### src/tidrb_map.svh
`ifndef TIDRB_MAP_SVH
`define TIDRB_MAP_SVH
// Notes on behaviour
// - reserved bits read zero, writes change nothing
// - reserved registers read zero, writes discarded
// - capability space read-only, writes ignored
// - implementation-defined space behaviour left open
// - registers are aligned 32-bit words
// - capability registers readable by maintenance read
// - big-endian: bit 0 is word msb
// - feature bit 27 reports wide id support
// - node id bits 8-15 hold short id
// - node id bits 16-31 hold wide id
// - node id reset values are parameters
// - owner lock bits 16-31, reset 0xffff
// - locked owner ignores differing writes
// - matching owner write releases to 0xffff
// - undefined offsets complete without error
// - id size selects node id field; here both fields stay live and wide_mode only mirrors WIDE_ID_SUPPORT
// ****************************************
// register offsets and field positions
// ****************************************
`define TIDRB_ADDR_W 24
`define TIDRB_OFS_FEATURE 24'h000010
`define TIDRB_OFS_NODE_ID 24'h000060
`define TIDRB_OFS_OWNER 24'h000068
`define TIDRB_CAP_END 24'h000040
`define TIDRB_EXT_BASE 24'h000100
`define TIDRB_IMPL_BASE 24'h010000
`define TIDRB_FEAT_WIDE_LSB 4
`define TIDRB_SHORT_LSB 16
`define TIDRB_WIDE_LSB 0
`define TIDRB_OWNER_LSB 0
`define TIDRB_OWNER_RESET 16'hffff
`define TIDRB_SHORT_RESET 8'hff
`define TIDRB_WIDE_RESET 16'hffff
`endif

### src/tidrb_pkg.sv
package tidrb_pkg;
  typedef struct packed {
    logic valid;
    logic write;
    logic [23:0] addr;
    logic [31:0] wdata;
  } tidrb_req_t;
  typedef struct packed {
    logic valid;
    logic err;
    logic [31:0] rdata;
  } tidrb_rsp_t;
  typedef enum logic [0:0] {
    TIDRB_UNLOCKED = 1'b0,
    TIDRB_LOCKED = 1'b1
  } tidrb_lock_t;
endpackage : tidrb_pkg

### src/tidrb_regs.sv
`timescale 1ns/1ps
`include "tidrb_map.svh"
module tidrb_regs #(
  parameter bit WIDE_ID_SUPPORT = 1'b1,
  parameter logic [7:0] SHORT_ID_RESET = `TIDRB_SHORT_RESET,
  parameter logic [15:0] WIDE_ID_RESET = `TIDRB_WIDE_RESET
) (
  input wire logic mclk,
  input wire logic rst_n,
  input tidrb_pkg::tidrb_req_t req,
  output tidrb_pkg::tidrb_rsp_t rsp,
  output logic [7:0] short_node_id,
  output logic [15:0] wide_node_id,
  output logic [15:0] owner_node_id,
  output logic owner_locked,
  output logic wide_mode
);
  // ****************************************
  // decode
  // ****************************************
  // word index compare; low two address bits ignored
  function automatic logic hit(input logic [23:0] a, input logic [23:0] ofs);
    hit = (a[23:2] == ofs[23:2]);
  endfunction : hit

  // space classes follow the map's base offsets
  function automatic logic in_cap_space(input logic [23:0] a);
    in_cap_space = (a < `TIDRB_CAP_END);
  endfunction : in_cap_space

  function automatic logic in_csr_space(input logic [23:0] a);
    in_csr_space = (a >= `TIDRB_CAP_END) && (a < `TIDRB_EXT_BASE);
  endfunction : in_csr_space

  function automatic logic in_ext_space(input logic [23:0] a);
    in_ext_space = (a >= `TIDRB_EXT_BASE) && (a < `TIDRB_IMPL_BASE);
  endfunction : in_ext_space

  // implementation-defined space: read zero, writes dropped
  function automatic logic in_impl_space(input logic [23:0] a);
    in_impl_space = (a >= `TIDRB_IMPL_BASE);
  endfunction : in_impl_space

  // ****************************************
  // field helpers
  // ****************************************
  // vector bit 31-n holds big-endian bit n
  function automatic logic [31:0] feat_pack(input logic wide);
    feat_pack = 32'h0;
    feat_pack[`TIDRB_FEAT_WIDE_LSB] = wide;
  endfunction : feat_pack

  // reserved byte always packed as zero
  function automatic logic [31:0] node_pack(input logic [7:0] s, input logic [15:0] w);
    node_pack = {8'h00, s, w};
  endfunction : node_pack

  function automatic logic [31:0] owner_pack(input logic [15:0] id);
    owner_pack = {16'h0000, id};
  endfunction : owner_pack

  // only defined fields are taken from write data
  function automatic logic [7:0] node_short(input logic [31:0] d);
    node_short = d[`TIDRB_SHORT_LSB +: 8];
  endfunction : node_short

  function automatic logic [15:0] node_wide(input logic [31:0] d);
    node_wide = d[`TIDRB_WIDE_LSB +: 16];
  endfunction : node_wide

  function automatic logic [15:0] owner_field(input logic [31:0] d);
    owner_field = d[`TIDRB_OWNER_LSB +: 16];
  endfunction : owner_field

  logic hit_feat;
  logic hit_node;
  logic hit_owner;
  logic in_cap;
  logic hit_csr;
  logic hit_ext;
  logic hit_impl;
  logic resv_hit;
  logic [31:0] feat_word;
  logic [31:0] node_word;
  logic [31:0] owner_word;
  logic [31:0] rdata_next;
  logic [7:0] short_reg;
  logic [15:0] wide_reg;
  logic owner_wr;
  tidrb_pkg::tidrb_lock_t lock_state;

  assign hit_feat = hit(req.addr, `TIDRB_OFS_FEATURE);
  assign hit_node = hit(req.addr, `TIDRB_OFS_NODE_ID);
  assign hit_owner = hit(req.addr, `TIDRB_OFS_OWNER);
  assign in_cap = in_cap_space(req.addr);
  assign hit_csr = in_csr_space(req.addr);
  assign hit_ext = in_ext_space(req.addr);
  assign hit_impl = in_impl_space(req.addr);
  assign resv_hit = !hit_feat && !hit_node && !hit_owner;

  // big-endian bit n sits at vector bit 31-n
  assign feat_word = feat_pack(WIDE_ID_SUPPORT);
  assign node_word = node_pack(short_reg, wide_reg);
  assign owner_word = owner_pack(owner_node_id);

  // ****************************************
  // read path
  // ****************************************
  always_comb begin
    rdata_next = 32'h0; // reserved registers and spaces read zero
    if (hit_feat) begin
      rdata_next = feat_word;
    end else if (hit_node) begin
      rdata_next = node_word;
    end else if (hit_owner) begin
      rdata_next = owner_word;
    end
  end

  always_ff @(posedge mclk) begin
    if (!rst_n) begin
      rsp <= '0;
    end else begin
      rsp.valid <= req.valid; // every access completes
      rsp.err <= 1'b0; // no error answer exists
      rsp.rdata <= (req.valid && !req.write) ? rdata_next : 32'h0;
    end
  end

  // ****************************************
  // writable fields
  // ****************************************
  // capability space has no write path at all
  always_ff @(posedge mclk) begin
    if (!rst_n) begin
      short_reg <= SHORT_ID_RESET;
      wide_reg <= WIDE_ID_RESET;
    end else if (req.valid && req.write && hit_node && !in_cap) begin
      short_reg <= node_short(req.wdata); // reserved bits 31:24 dropped
      wide_reg <= node_wide(req.wdata);
    end
  end

  assign owner_wr = req.valid && req.write && hit_owner;

  tidrb_owner_lock u_owner (
    .mclk(mclk),
    .rst_n(rst_n),
    .wr_en(owner_wr),
    .wr_id(owner_field(req.wdata)),
    .owner_node_id(owner_node_id),
    .lock_state(lock_state)
  );

  // ****************************************
  // status outputs
  // ****************************************
  assign owner_locked = (lock_state == tidrb_pkg::TIDRB_LOCKED);
  assign short_node_id = short_reg;
  assign wide_node_id = wide_reg;
  assign wide_mode = WIDE_ID_SUPPORT; // mirrors WIDE_ID_SUPPORT; both id fields stay active

  // ****************************************
  // checks
  // ****************************************
  a_cap_readonly: assert property (@(posedge mclk) disable iff (!rst_n)
    req.valid && req.write && in_cap |=> $stable(short_reg) && $stable(wide_reg)
      && $stable(owner_node_id))
    else $error("capability write changed state");
  a_resv_zero: assert property (@(posedge mclk) disable iff (!rst_n)
    req.valid && !req.write && !hit_feat && !hit_node && !hit_owner |=> rsp.rdata == 32'h0)
    else $error("reserved register read nonzero");
  a_no_error: assert property (@(posedge mclk) disable iff (!rst_n)
    req.valid |=> rsp.valid && !rsp.err)
    else $error("access not completed cleanly");
  a_feat_value: assert property (@(posedge mclk) disable iff (!rst_n)
    req.valid && !req.write && hit_feat |=> rsp.rdata == {27'h0, WIDE_ID_SUPPORT, 4'h0})
    else $error("feature word wrong");
  a_node_write: assert property (@(posedge mclk) disable iff (!rst_n)
    req.valid && req.write && hit_node |=> short_reg == $past(req.wdata[23:16])
      && wide_reg == $past(req.wdata[15:0]))
    else $error("node id write not stored");
  a_node_resv: assert property (@(posedge mclk) disable iff (!rst_n)
    req.valid && !req.write && hit_node |=> rsp.rdata[31:24] == 8'h00)
    else $error("node id reserved bits nonzero");
  a_owner_read: assert property (@(posedge mclk) disable iff (!rst_n)
    req.valid && !req.write && hit_owner |=> rsp.rdata == {16'h0, $past(owner_node_id)})
    else $error("owner read wrong");
  a_feat_resv: assert property (@(posedge mclk) disable iff (!rst_n)
    req.valid && !req.write && hit_feat |=> (rsp.rdata & 32'hffffffef) == 32'h0)
    else $error("feature reserved bits nonzero");
  a_node_read: assert property (@(posedge mclk) disable iff (!rst_n)
    req.valid && !req.write && hit_node
      |=> rsp.rdata == {8'h00, $past(short_reg), $past(wide_reg)})
    else $error("node id read wrong");
  a_node_hold: assert property (@(posedge mclk) disable iff (!rst_n)
    !(req.valid && req.write && hit_node) |=> $stable(short_reg) && $stable(wide_reg))
    else $error("node id changed without its write");
  a_owner_hold: assert property (@(posedge mclk) disable iff (!rst_n)
    !owner_wr |=> $stable(owner_node_id))
    else $error("owner changed without its write");
  a_rsp_pulse: assert property (@(posedge mclk) disable iff (!rst_n)
    !req.valid |=> !rsp.valid)
    else $error("answer without request");
  a_write_quiet: assert property (@(posedge mclk) disable iff (!rst_n)
    req.valid && req.write |=> rsp.rdata == 32'h0)
    else $error("write answer carried data");
  a_idle_quiet: assert property (@(posedge mclk) disable iff (!rst_n)
    !rsp.valid |-> rsp.rdata == 32'h0)
    else $error("idle answer carried data");
  a_resv_write: assert property (@(posedge mclk) disable iff (!rst_n)
    req.valid && req.write && resv_hit && (hit_csr || hit_ext)
      |=> $stable(short_reg) && $stable(wide_reg) && $stable(owner_node_id))
    else $error("reserved write changed state");
  a_impl_write: assert property (@(posedge mclk) disable iff (!rst_n)
    req.valid && req.write && hit_impl
      |=> $stable(short_reg) && $stable(wide_reg) && $stable(owner_node_id))
    else $error("implementation space write changed state");
  a_reset_ids: assert property (@(posedge mclk)
    !rst_n |=> short_reg == SHORT_ID_RESET && wide_reg == WIDE_ID_RESET)
    else $error("node id reset value wrong");
  // ****************************************
  // covers
  // ****************************************
  c_feat_read: cover property (@(posedge mclk) req.valid && !req.write && hit_feat);
  c_node_write: cover property (@(posedge mclk) req.valid && req.write && hit_node);
  c_resv_access: cover property (@(posedge mclk) req.valid && !hit_feat && !hit_node && !hit_owner);
  c_impl_access: cover property (@(posedge mclk) req.valid && hit_impl);
endmodule : tidrb_regs

### src/tidrb_owner_lock.sv
`timescale 1ns/1ps
`include "tidrb_map.svh"
module tidrb_owner_lock (
  input wire logic mclk,
  input wire logic rst_n,
  input wire logic wr_en,
  input wire logic [15:0] wr_id,
  output logic [15:0] owner_node_id,
  output tidrb_pkg::tidrb_lock_t lock_state
);
  logic [15:0] owner_reg;
  assign owner_node_id = owner_reg;
  assign lock_state = (owner_reg == `TIDRB_OWNER_RESET) ? tidrb_pkg::TIDRB_UNLOCKED
                                                        : tidrb_pkg::TIDRB_LOCKED;
  always_ff @(posedge mclk) begin
    if (!rst_n) begin
      owner_reg <= `TIDRB_OWNER_RESET;
    end else if (wr_en) begin
      if (lock_state == tidrb_pkg::TIDRB_UNLOCKED) begin
        owner_reg <= wr_id;
      end else if (wr_id == owner_reg) begin
        owner_reg <= `TIDRB_OWNER_RESET;
      end
      // differing write while held: ignored
    end
  end

  a_lock_ignore: assert property (@(posedge mclk) disable iff (!rst_n)
    wr_en && lock_state == tidrb_pkg::TIDRB_LOCKED && wr_id != owner_reg
      |=> $stable(owner_reg))
    else $error("owner changed by differing write");
  a_lock_release: assert property (@(posedge mclk) disable iff (!rst_n)
    wr_en && lock_state == tidrb_pkg::TIDRB_LOCKED && wr_id == owner_reg
      |=> owner_reg == 16'hffff)
    else $error("matching write did not release");
  a_lock_take: assert property (@(posedge mclk) disable iff (!rst_n)
    wr_en && lock_state == tidrb_pkg::TIDRB_UNLOCKED |=> owner_reg == $past(wr_id))
    else $error("unlocked write not stored");
  c_lock_cycle: cover property (@(posedge mclk) disable iff (!rst_n)
    lock_state == tidrb_pkg::TIDRB_UNLOCKED ##1 lock_state == tidrb_pkg::TIDRB_LOCKED
      ##[1:20] lock_state == tidrb_pkg::TIDRB_UNLOCKED);
endmodule : tidrb_owner_lock

### config.mk
export PLATFORM = sky130hd
export DESIGN_NAME = tidrb_regs
export DESIGN_NICKNAME = d
export VERILOG_FILES = /design/src/tidrb_pkg.sv /design/src/tidrb_regs.sv /design/src/tidrb_owner_lock.sv
export VERILOG_INCLUDE_DIRS = /design/src
export SDC_FILE = /design/constraint.sdc
export NUM_CORES = 1
export LEC_CHECK = 0
export BUFFER_PORTS_ARGS = -buffer_cell sky130_fd_sc_hd__buf_2
export CAP_MARGIN = 10
export CORE_ASPECT_RATIO = 1.25
export CORE_UTILIZATION = 45
export DETAILED_ROUTE_END_ITERATION = 10
export PLACE_DENSITY = 0.8
export SYNTH_ARGS = -nofsm -noshare
export SYNTH_HDL_FRONTEND = slang
export SYNTH_SLANG_ARGS = --single-unit
### constraint.sdc
create_clock -name mclk -period 3.13 [get_ports mclk]
set_input_delay 0 -clock mclk [delete_from_list [all_inputs] [get_ports mclk]]
set_output_delay 0 -clock mclk [all_outputs]
set_load 0.02 [all_outputs]
==> results.cfg, run 1 <==
[die]
fp.coreArea_um2 = 5480
dieArea_um2 = 6039
row_count = 30
chipHeight_um = 86.64
die_x_um = 69.71
start_util_pct = 47.05
io_pins = 136

[cells_and_area]
final_common_cell = buf_2
drive_gt1_share_pct = 35.03
final_cell_area_um2 = 3620
diodes = 0
layout_common_cells = buf_2, dfxtp_1, mux2i_1
final_nets = 450
nFillCells = 456
syn_to_final_growth_pct = 40.37

[global_routing]
grt_overflow = 0
first_global_vias = 2215
antenna_found_initial = 0
grt_usage_pct = 21.97
grt_pass1_wl_um = 10260
grt_max_degree = 29

[worst_setup_path]
critPathCapture = u_owner.owner_node_id[7]
endpoint_kind = flip-flop
cp.arrival_ns = 2.55
r2r_cells = 6
cp-startpoint = req[47]
cp-start-kind = input port
path_class = in -> reg
cp_max_fo = 9
reg2reg_to = u_owner.owner_node_id[7]
required_ns = 3.40
r2r_setup_slack_ns = 1.03
rr_startpoint = u_owner.owner_node_id[12]

[logic_synthesis]
synth-adder-area-share_pct = 0
synthXorXnorAreaFrac_pct = 5.434
synth_top_family_by_area = simple AND/OR/NAND/NOR gates
synthArstFlopShare_pct = 0
yosys.area_share.simple_pct = 16.30
yosys.area.top_type = dfxtp_1
synth_mux_area_share_pct = 15.14
ys_seq_area_share_pct = 50.46
yosys-top-cells-area = dfxtp_1, mux2i_1, o22a_1
ys.flop_type = dfxtp_1
synth_compound_area_share_pct = 6.550
synth_top_area_share_pct = 50.46
syn_area_um2 = 2579
syn_area_per_cell_um2 = 10.40
yosysWarnings = 0
synth_seq_cells = 65
synth_edf_count = 0
syn_inst = 248
synth.distinct_cells = 28

[clock_tree]
htree_levels = 3
clockBufferDepth = 2
insertion_delay_ns = 0.32
cts_root_buf = clkbuf_8
cts_tree = yes
clk_pin_slew_ns = 0.07
clock-sinks = 65
numCtsBuffers = 9

[timing]
slew_viol_final = 0
rsz0062_at_grt = no
worst_pin_slew_ns = 0.5861
fin_hold_ws_ns = 0.1050
fin_tns_setup_ns = 0
hold_violations = 0
fmax_mhz = 437.3
finalSetupViolations = 0
finalCriticalPeriod_ns = 2.287
slew_headroom_pct = 60.93
period_share_pct = 73.06
fin_skew_ns = 0.006254

[route]
vias = 2285
wl_per_cell_um = 14.62
drt-initial-drc-count = 67
drcViolationCount = 0
drt-total-wl_um = 6697
first_pass_iters = 4
vias_per_cell = 4.989
antenna_left = 0

[placement]
portBuffers = 115
hpwlAfterDp_um = 4426
place.gp.congestion = 0.7859
postPlaceCellArea_um2 = 3154

[min_path]
hp-class = in -> reg

[power_and_ir_drop]
power_density_nw_per_um2 = 452.9
ir_drop_mv = 0.3314
p_leak_uw = 0.001612

[status]
status = finished clean

[run]
max_cap_violations = 0
[per-layer routing]
layer	vias to the layer above	part of all wire [%]	wire length, um	global-route usage (%)
li1	1126	-	-	-
met1	1058	39	2596	23.16
met2	93	54	3645	40.42
met3	8	5.6	373	5.465
met4	0	1.2	82	11.45
met5	-	0	0	0
[cells by family (layout without fill, tap and decap cells)]
kind of cell	count (synthesis)	in the layout
simple gates	82	82
flops	65	65
other cells	2	10
xor+xnor	16	16
compound gates	19	19
buf+inv	25	163
mux	39	39
[repair_timing]
| item | CTS | global route |
|---|---|---|
| endpoints found under the hold margin | 42 | 0 |
| buffers inserted | 0 | 0 |
| hold buffers | 27 | 0 |
| gates resized for setup | 0 | 0 |
[sequential cells by signal, summed over array words and instances, names as in the netlist]
register,flops
wide_node_id,16
rsp,25
u_owner.owner_node_id,16
short_node_id,8
[report_power, final]
part	switching, uW	internal, uW	total (uW)
clock	291	405	695
sequential	0.127	828	828
combinational	58.2	57.9	116
total	349	1290	1640
[critical path: stages]
cell and delay, ns:
buf_2 0.10, or4_4 0.53, or4_4 0.57, or4_4 0.55
a22oi_2 0.41, buf_4 0.25, o22a_1 0.14
[cells in the mapped netlist (2+ instances only)]
master    number
dfxtp_1       65
mux2i_1       39
nand2_1       29
nor2_1        17
o22a_1        16
xor2_1        16
buf_4         10
and2_1         8
nor4_1         8
clkbuf_1       7
nand4_1        5
buf_2          3
inv_1          3
or4_4          3
buf_6          2
conb_1         2
nand3_1        2
nor3_2         2
or3_1          2
[layout make-up]
cell class	instances	area, um2	share of cell area (%)
Tap cell	64	80.08	2.212
Multi-Input combinational cell	166	1164	32.15
Clock buffer	12	155.1	4.286
Inverter	3	11.26	0.3111
Clock inverter	3	40.04	1.106
Timing Repair Buffer	145	868.3	23.99
Sequential cell	65	1301	35.95
[how the worst min path moves through the flow]
stage,endpoint,slack (ns),cells past startpoint,startpoint
2_1_floorplan,rsp[4],0.08,1,req[56]
3_3_place_gp,rsp[4],0.20,2,req[56]
3_5_place_dp,rsp[4],0.20,2,req[56]
4_1_cts,wide_node_id[0],0.09,2,rst_n
5_1_grt,wide_node_id[0],0.11,2,rst_n
6_report,wide_node_id[0],0.10,2,rst_n
[metrics by stage]
stage | utilization, % | setup WS, ns | instances | total power (uW)
2_1_floorplan | - | 0.7799 | 256 | 898.5
6_report | 66.05 | 0.8431 | 458 | 1639
3_3_place_gp | 57.56 | 0.5685 | 416 | 935.0
5_1_grt | 66.05 | 0.7864 | 458 | 1704
3_5_place_dp | 57.56 | 0.5187 | 416 | 936.0
4_1_cts | 66.05 | 0.8549 | 458 | 1662
(Power assumes the default switching activity.)
==> run 2, diff against run 1 <==
--- a/config.mk
+++ b/config.mk
@@ -6,12 +6,13 @@
 export SDC_FILE = /design/constraint.sdc
 export NUM_CORES = 1
 export LEC_CHECK = 0
+export ABC_AREA = 1
 export BUFFER_PORTS_ARGS = -buffer_cell sky130_fd_sc_hd__buf_2
 export CAP_MARGIN = 10
 export CORE_ASPECT_RATIO = 1.25
-export CORE_UTILIZATION = 45
+export CORE_UTILIZATION = 42
 export DETAILED_ROUTE_END_ITERATION = 10
-export PLACE_DENSITY = 0.8
+export PLACE_DENSITY = 0.76
 export SYNTH_ARGS = -nofsm -noshare
 export SYNTH_HDL_FRONTEND = slang
 export SYNTH_SLANG_ARGS = --single-unit
==> constraint.sdc (replaced) <==
create_clock -name mclk -period 1.9 [get_ports mclk]
set_input_delay 0 -clock mclk [delete_from_list [all_inputs] [get_ports mclk]]
set_output_delay 0 -clock mclk [all_outputs]
set_load 0.02 [all_outputs]
==> run 2 against run 1 <==
  * Cell count increased by 45%
  * Global-route usage increased by 0.39 points
  * Clock skew increased by 0.0017 ns
  * Clock power increased by 78%
  * Largest cell class is now multi-input gates
  * Highest routed layer unchanged
==> results.cfg, run 2 <==
[logic_synthesis]
synth_edf_count = 0
yosys.area_share.simple_pct = 37.76
synth_most_common_cell = nand2_1
synthTopCellsByCount = nand2_1, dfxtp_1, nand3_1
syn_area_per_cell_um2 = 6.803
synth_compound_area_share_pct = 6.596
synth_mux_area_share_pct = 0
syn_area_um2 = 2959
synth_top_area_share_pct = 43.97
synthXorXnorAreaFrac_pct = 0
synth_top_family_by_area = simple AND/OR/NAND/NOR gates
yosys-top-cells-area = dfxtp_1, nand2_1, nand3_1
yosysWarnings = 0
synth_seq_cells = 65
ys_seq_area_share_pct = 43.97
syn_inst = 435
synth.distinct_cells = 22
ys.flop_type = dfxtp_1
synth-adder-area-share_pct = 0
yosys.area.top_type = dfxtp_1
synthArstFlopShare_pct = 0

[die]
die_x_um = 77.08
chipHeight_um = 95.85
row_count = 33
dieArea_um2 = 7387
io_pins = 136
start_util_pct = 44.24
fp.coreArea_um2 = 6689

[clock_tree]
cts_root_buf = clkbuf_8
clockBufferDepth = 2
insertion_delay_ns = 0.34
cts_tree = yes
clock-sinks = 65
clk_pin_slew_ns = 0.07
htree_levels = 3
numCtsBuffers = 9

[timing]
fin_tns_setup_ns = 0
fmax_mhz = 579.1
slew_headroom_pct = 61.35
period_share_pct = 90.88
finalCriticalPeriod_ns = 1.727
slew_viol_final = 0
finalSetupViolations = 0
hold_violations = 0
rsz0062_at_grt = no
worst_pin_slew_ns = 0.5777
fin_skew_ns = 0.007964

[cells_and_area]
post-route-util_pct = 60.16
layout_common_cells = nand2_1, buf_2, dfxtp_1
diodes = 0
largest_reg_flops = 25
final_nets = 630
top_register = rsp
final_common_cell = nand2_1
syn_to_final_growth_pct = 35.98
nFillCells = 636
drive_gt1_share_pct = 25.39

[min_path]
hp-class = in -> reg
worstHoldStart = req[7]
min_delay_path_depth = 3
hold_end = wide_node_id[7]

[placement]
portBuffers = 115
place.gp.congestion = 0.8357
hpwlAfterDp_um = 5635

[global_routing]
grt_pass1_wl_um = 12850
first_global_vias = 2879
grt_usage_pct = 22.36
grt_overflow = 0
grt_max_degree = 41
antenna_found_initial = 0

[power_and_ir_drop]
combPwrFrac_pct = 7.3
p_int_uw = 2139
p_leak_uw = 0.002246
power.share.sequential_pct = 48.6
swShare_pct = 23.69
power.switching_uw = 664.0
ir_drop_mv = 0.3770
clkPwrFrac_pct = 44.1
power_density_nw_per_um2 = 696.7

[route]
first_pass_iters = 4
drt-initial-drc-count = 124
wl_per_cell_um = 12.19
vias = 3176
drcViolationCount = 0
vias_per_cell = 4.798
drt-total-wl_um = 8072
antenna_left = 0

[worst_setup_path]
cp_max_fo = 17
r2r_cells = 11
crit_top_cell = nand2_1
slowest_delay_ns = 0.47
r2r_setup_slack_ns = 0.17
endpoint_kind = flip-flop
required_ns = 2.10
reg2reg_to = u_owner.owner_node_id[6]
rr_startpoint = u_owner.owner_node_id[3]
cp_cell_sequence = inv_1 > nand2_1 > nand2_1 > nor2_1 > nand2_1 > nor2_1 > nand2_1 > nand2_4 > nand2_4 > nand2_1 > nand3_1
cp-startpoint = u_owner.owner_node_id[3]
path_class = reg -> reg
worst_path_max_delay_cell = dfxtp_1
cp-start-kind = flip-flop
cp.arrival_ns = 1.93

[status]
status = finished clean

[run]
max_cap_violations = 0
-- run 2: changes by cell type in the layout (fill, tap and decap cells not counted), moves of 17 or more --
| cell | previous run | this run |
|---|---|---|
| nor2_1 | 17 | 34 |
| inv_1 | 3 | 43 |
| mux2i_1 | 39 | 0 |
| nand3_1 | 2 | 59 |
| nand2_1 | 29 | 157 |
-- run 2: worst max path at each step --
stage                               endpoint  cells after the start  slack, ns
floorplan           u_owner.owner_node_id[7]                     10       0.19
global placement    u_owner.owner_node_id[4]                     11       0.24
detailed placement  u_owner.owner_node_id[2]                     11       0.21
CTS                         short_node_id[5]                      9       0.16
global route        u_owner.owner_node_id[2]                     11      0.001
finish              u_owner.owner_node_id[6]                     11       0.17
-- run 2: per-layer routing --
metal / share of wire (%) / global-route usage (%) / wire length, um / vias up
met5: 0 / 0 / 0 / -
li1: - / - / - / 1622
met2: 48 / 38.39 / 3884 / 131
met4: 3.9 / 15.57 / 313 / 0
met3: 5.9 / 4.171 / 477 / 25
met1: 42 / 25.34 / 3396 / 1398
-- run 2: critical path: cells and delay by family, from the launching register on --
| family | cells | cell delay [ns] |
|---|---|---|
| buffers and inverters | 1 | 0.07 |
| flip-flops | 1 | 0.47 |
| AND/OR/NAND/NOR | 10 | 1.05 |
-- run 2: logic make-up after synthesis --
| kind of cell | count (synthesis) |
|---|---|
| and+or+nand+nor | 262 |
| buffers and inverters | 75 |
| DFF | 65 |
| AOI/OAI and AO/OA | 31 |
| other | 2 |
-- run 2: area by class of cell --
class | count | area [um2] | area share [%]
clock buffers | 11 | 151.4 | 3.762
clock inverters | 5 | 62.56 | 1.555
inverters | 46 | 172.7 | 4.291
multi-input cells | 303 | 1350 | 33.55
flip-flops and latches | 65 | 1301 | 32.34
well taps | 87 | 108.9 | 2.705
repair buffers | 145 | 877.1 | 21.80
-- run 2: what timing repair did --
action,4_1_cts,5_1_grt
endpoints found under the setup margin,0,1
hold buffers,24,0
endpoints found under the hold margin,23,0
gates resized for setup,0,1
buffers inserted,0,0
-- run 2: stage by stage --
| stage | power (uW) | cells | hold slack (ns) | area (um2) | worst slack, ns |
|---|---|---|---|---|---|
| floorplan | 1500 | 443 | 0.1115 | 2989 | 0.1944 |
| global placement | 1558 | 622 | 0.2243 | 3566 | 0.2407 |
| detailed placement | 1561 | 622 | 0.2351 | 3566 | 0.2067 |
| CTS | 2822 | 662 | 0.002080 | 4020 | 0.1579 |
| global route | 2908 | 662 | 0.01220 | 4024 | 0.001045 |
| finish | 2804 | 662 | 0.01644 | 4024 | 0.1733 |
-- run 2: power by group through the flow --
stage	logic, uW	clock network, uW	registers [uW]
global placement	164	0	1390
CTS	204	1260	1360
finish	205	1240	1360
floorplan	104	0	1400
global route	227	1320	1360
detailed placement	167	0	1390
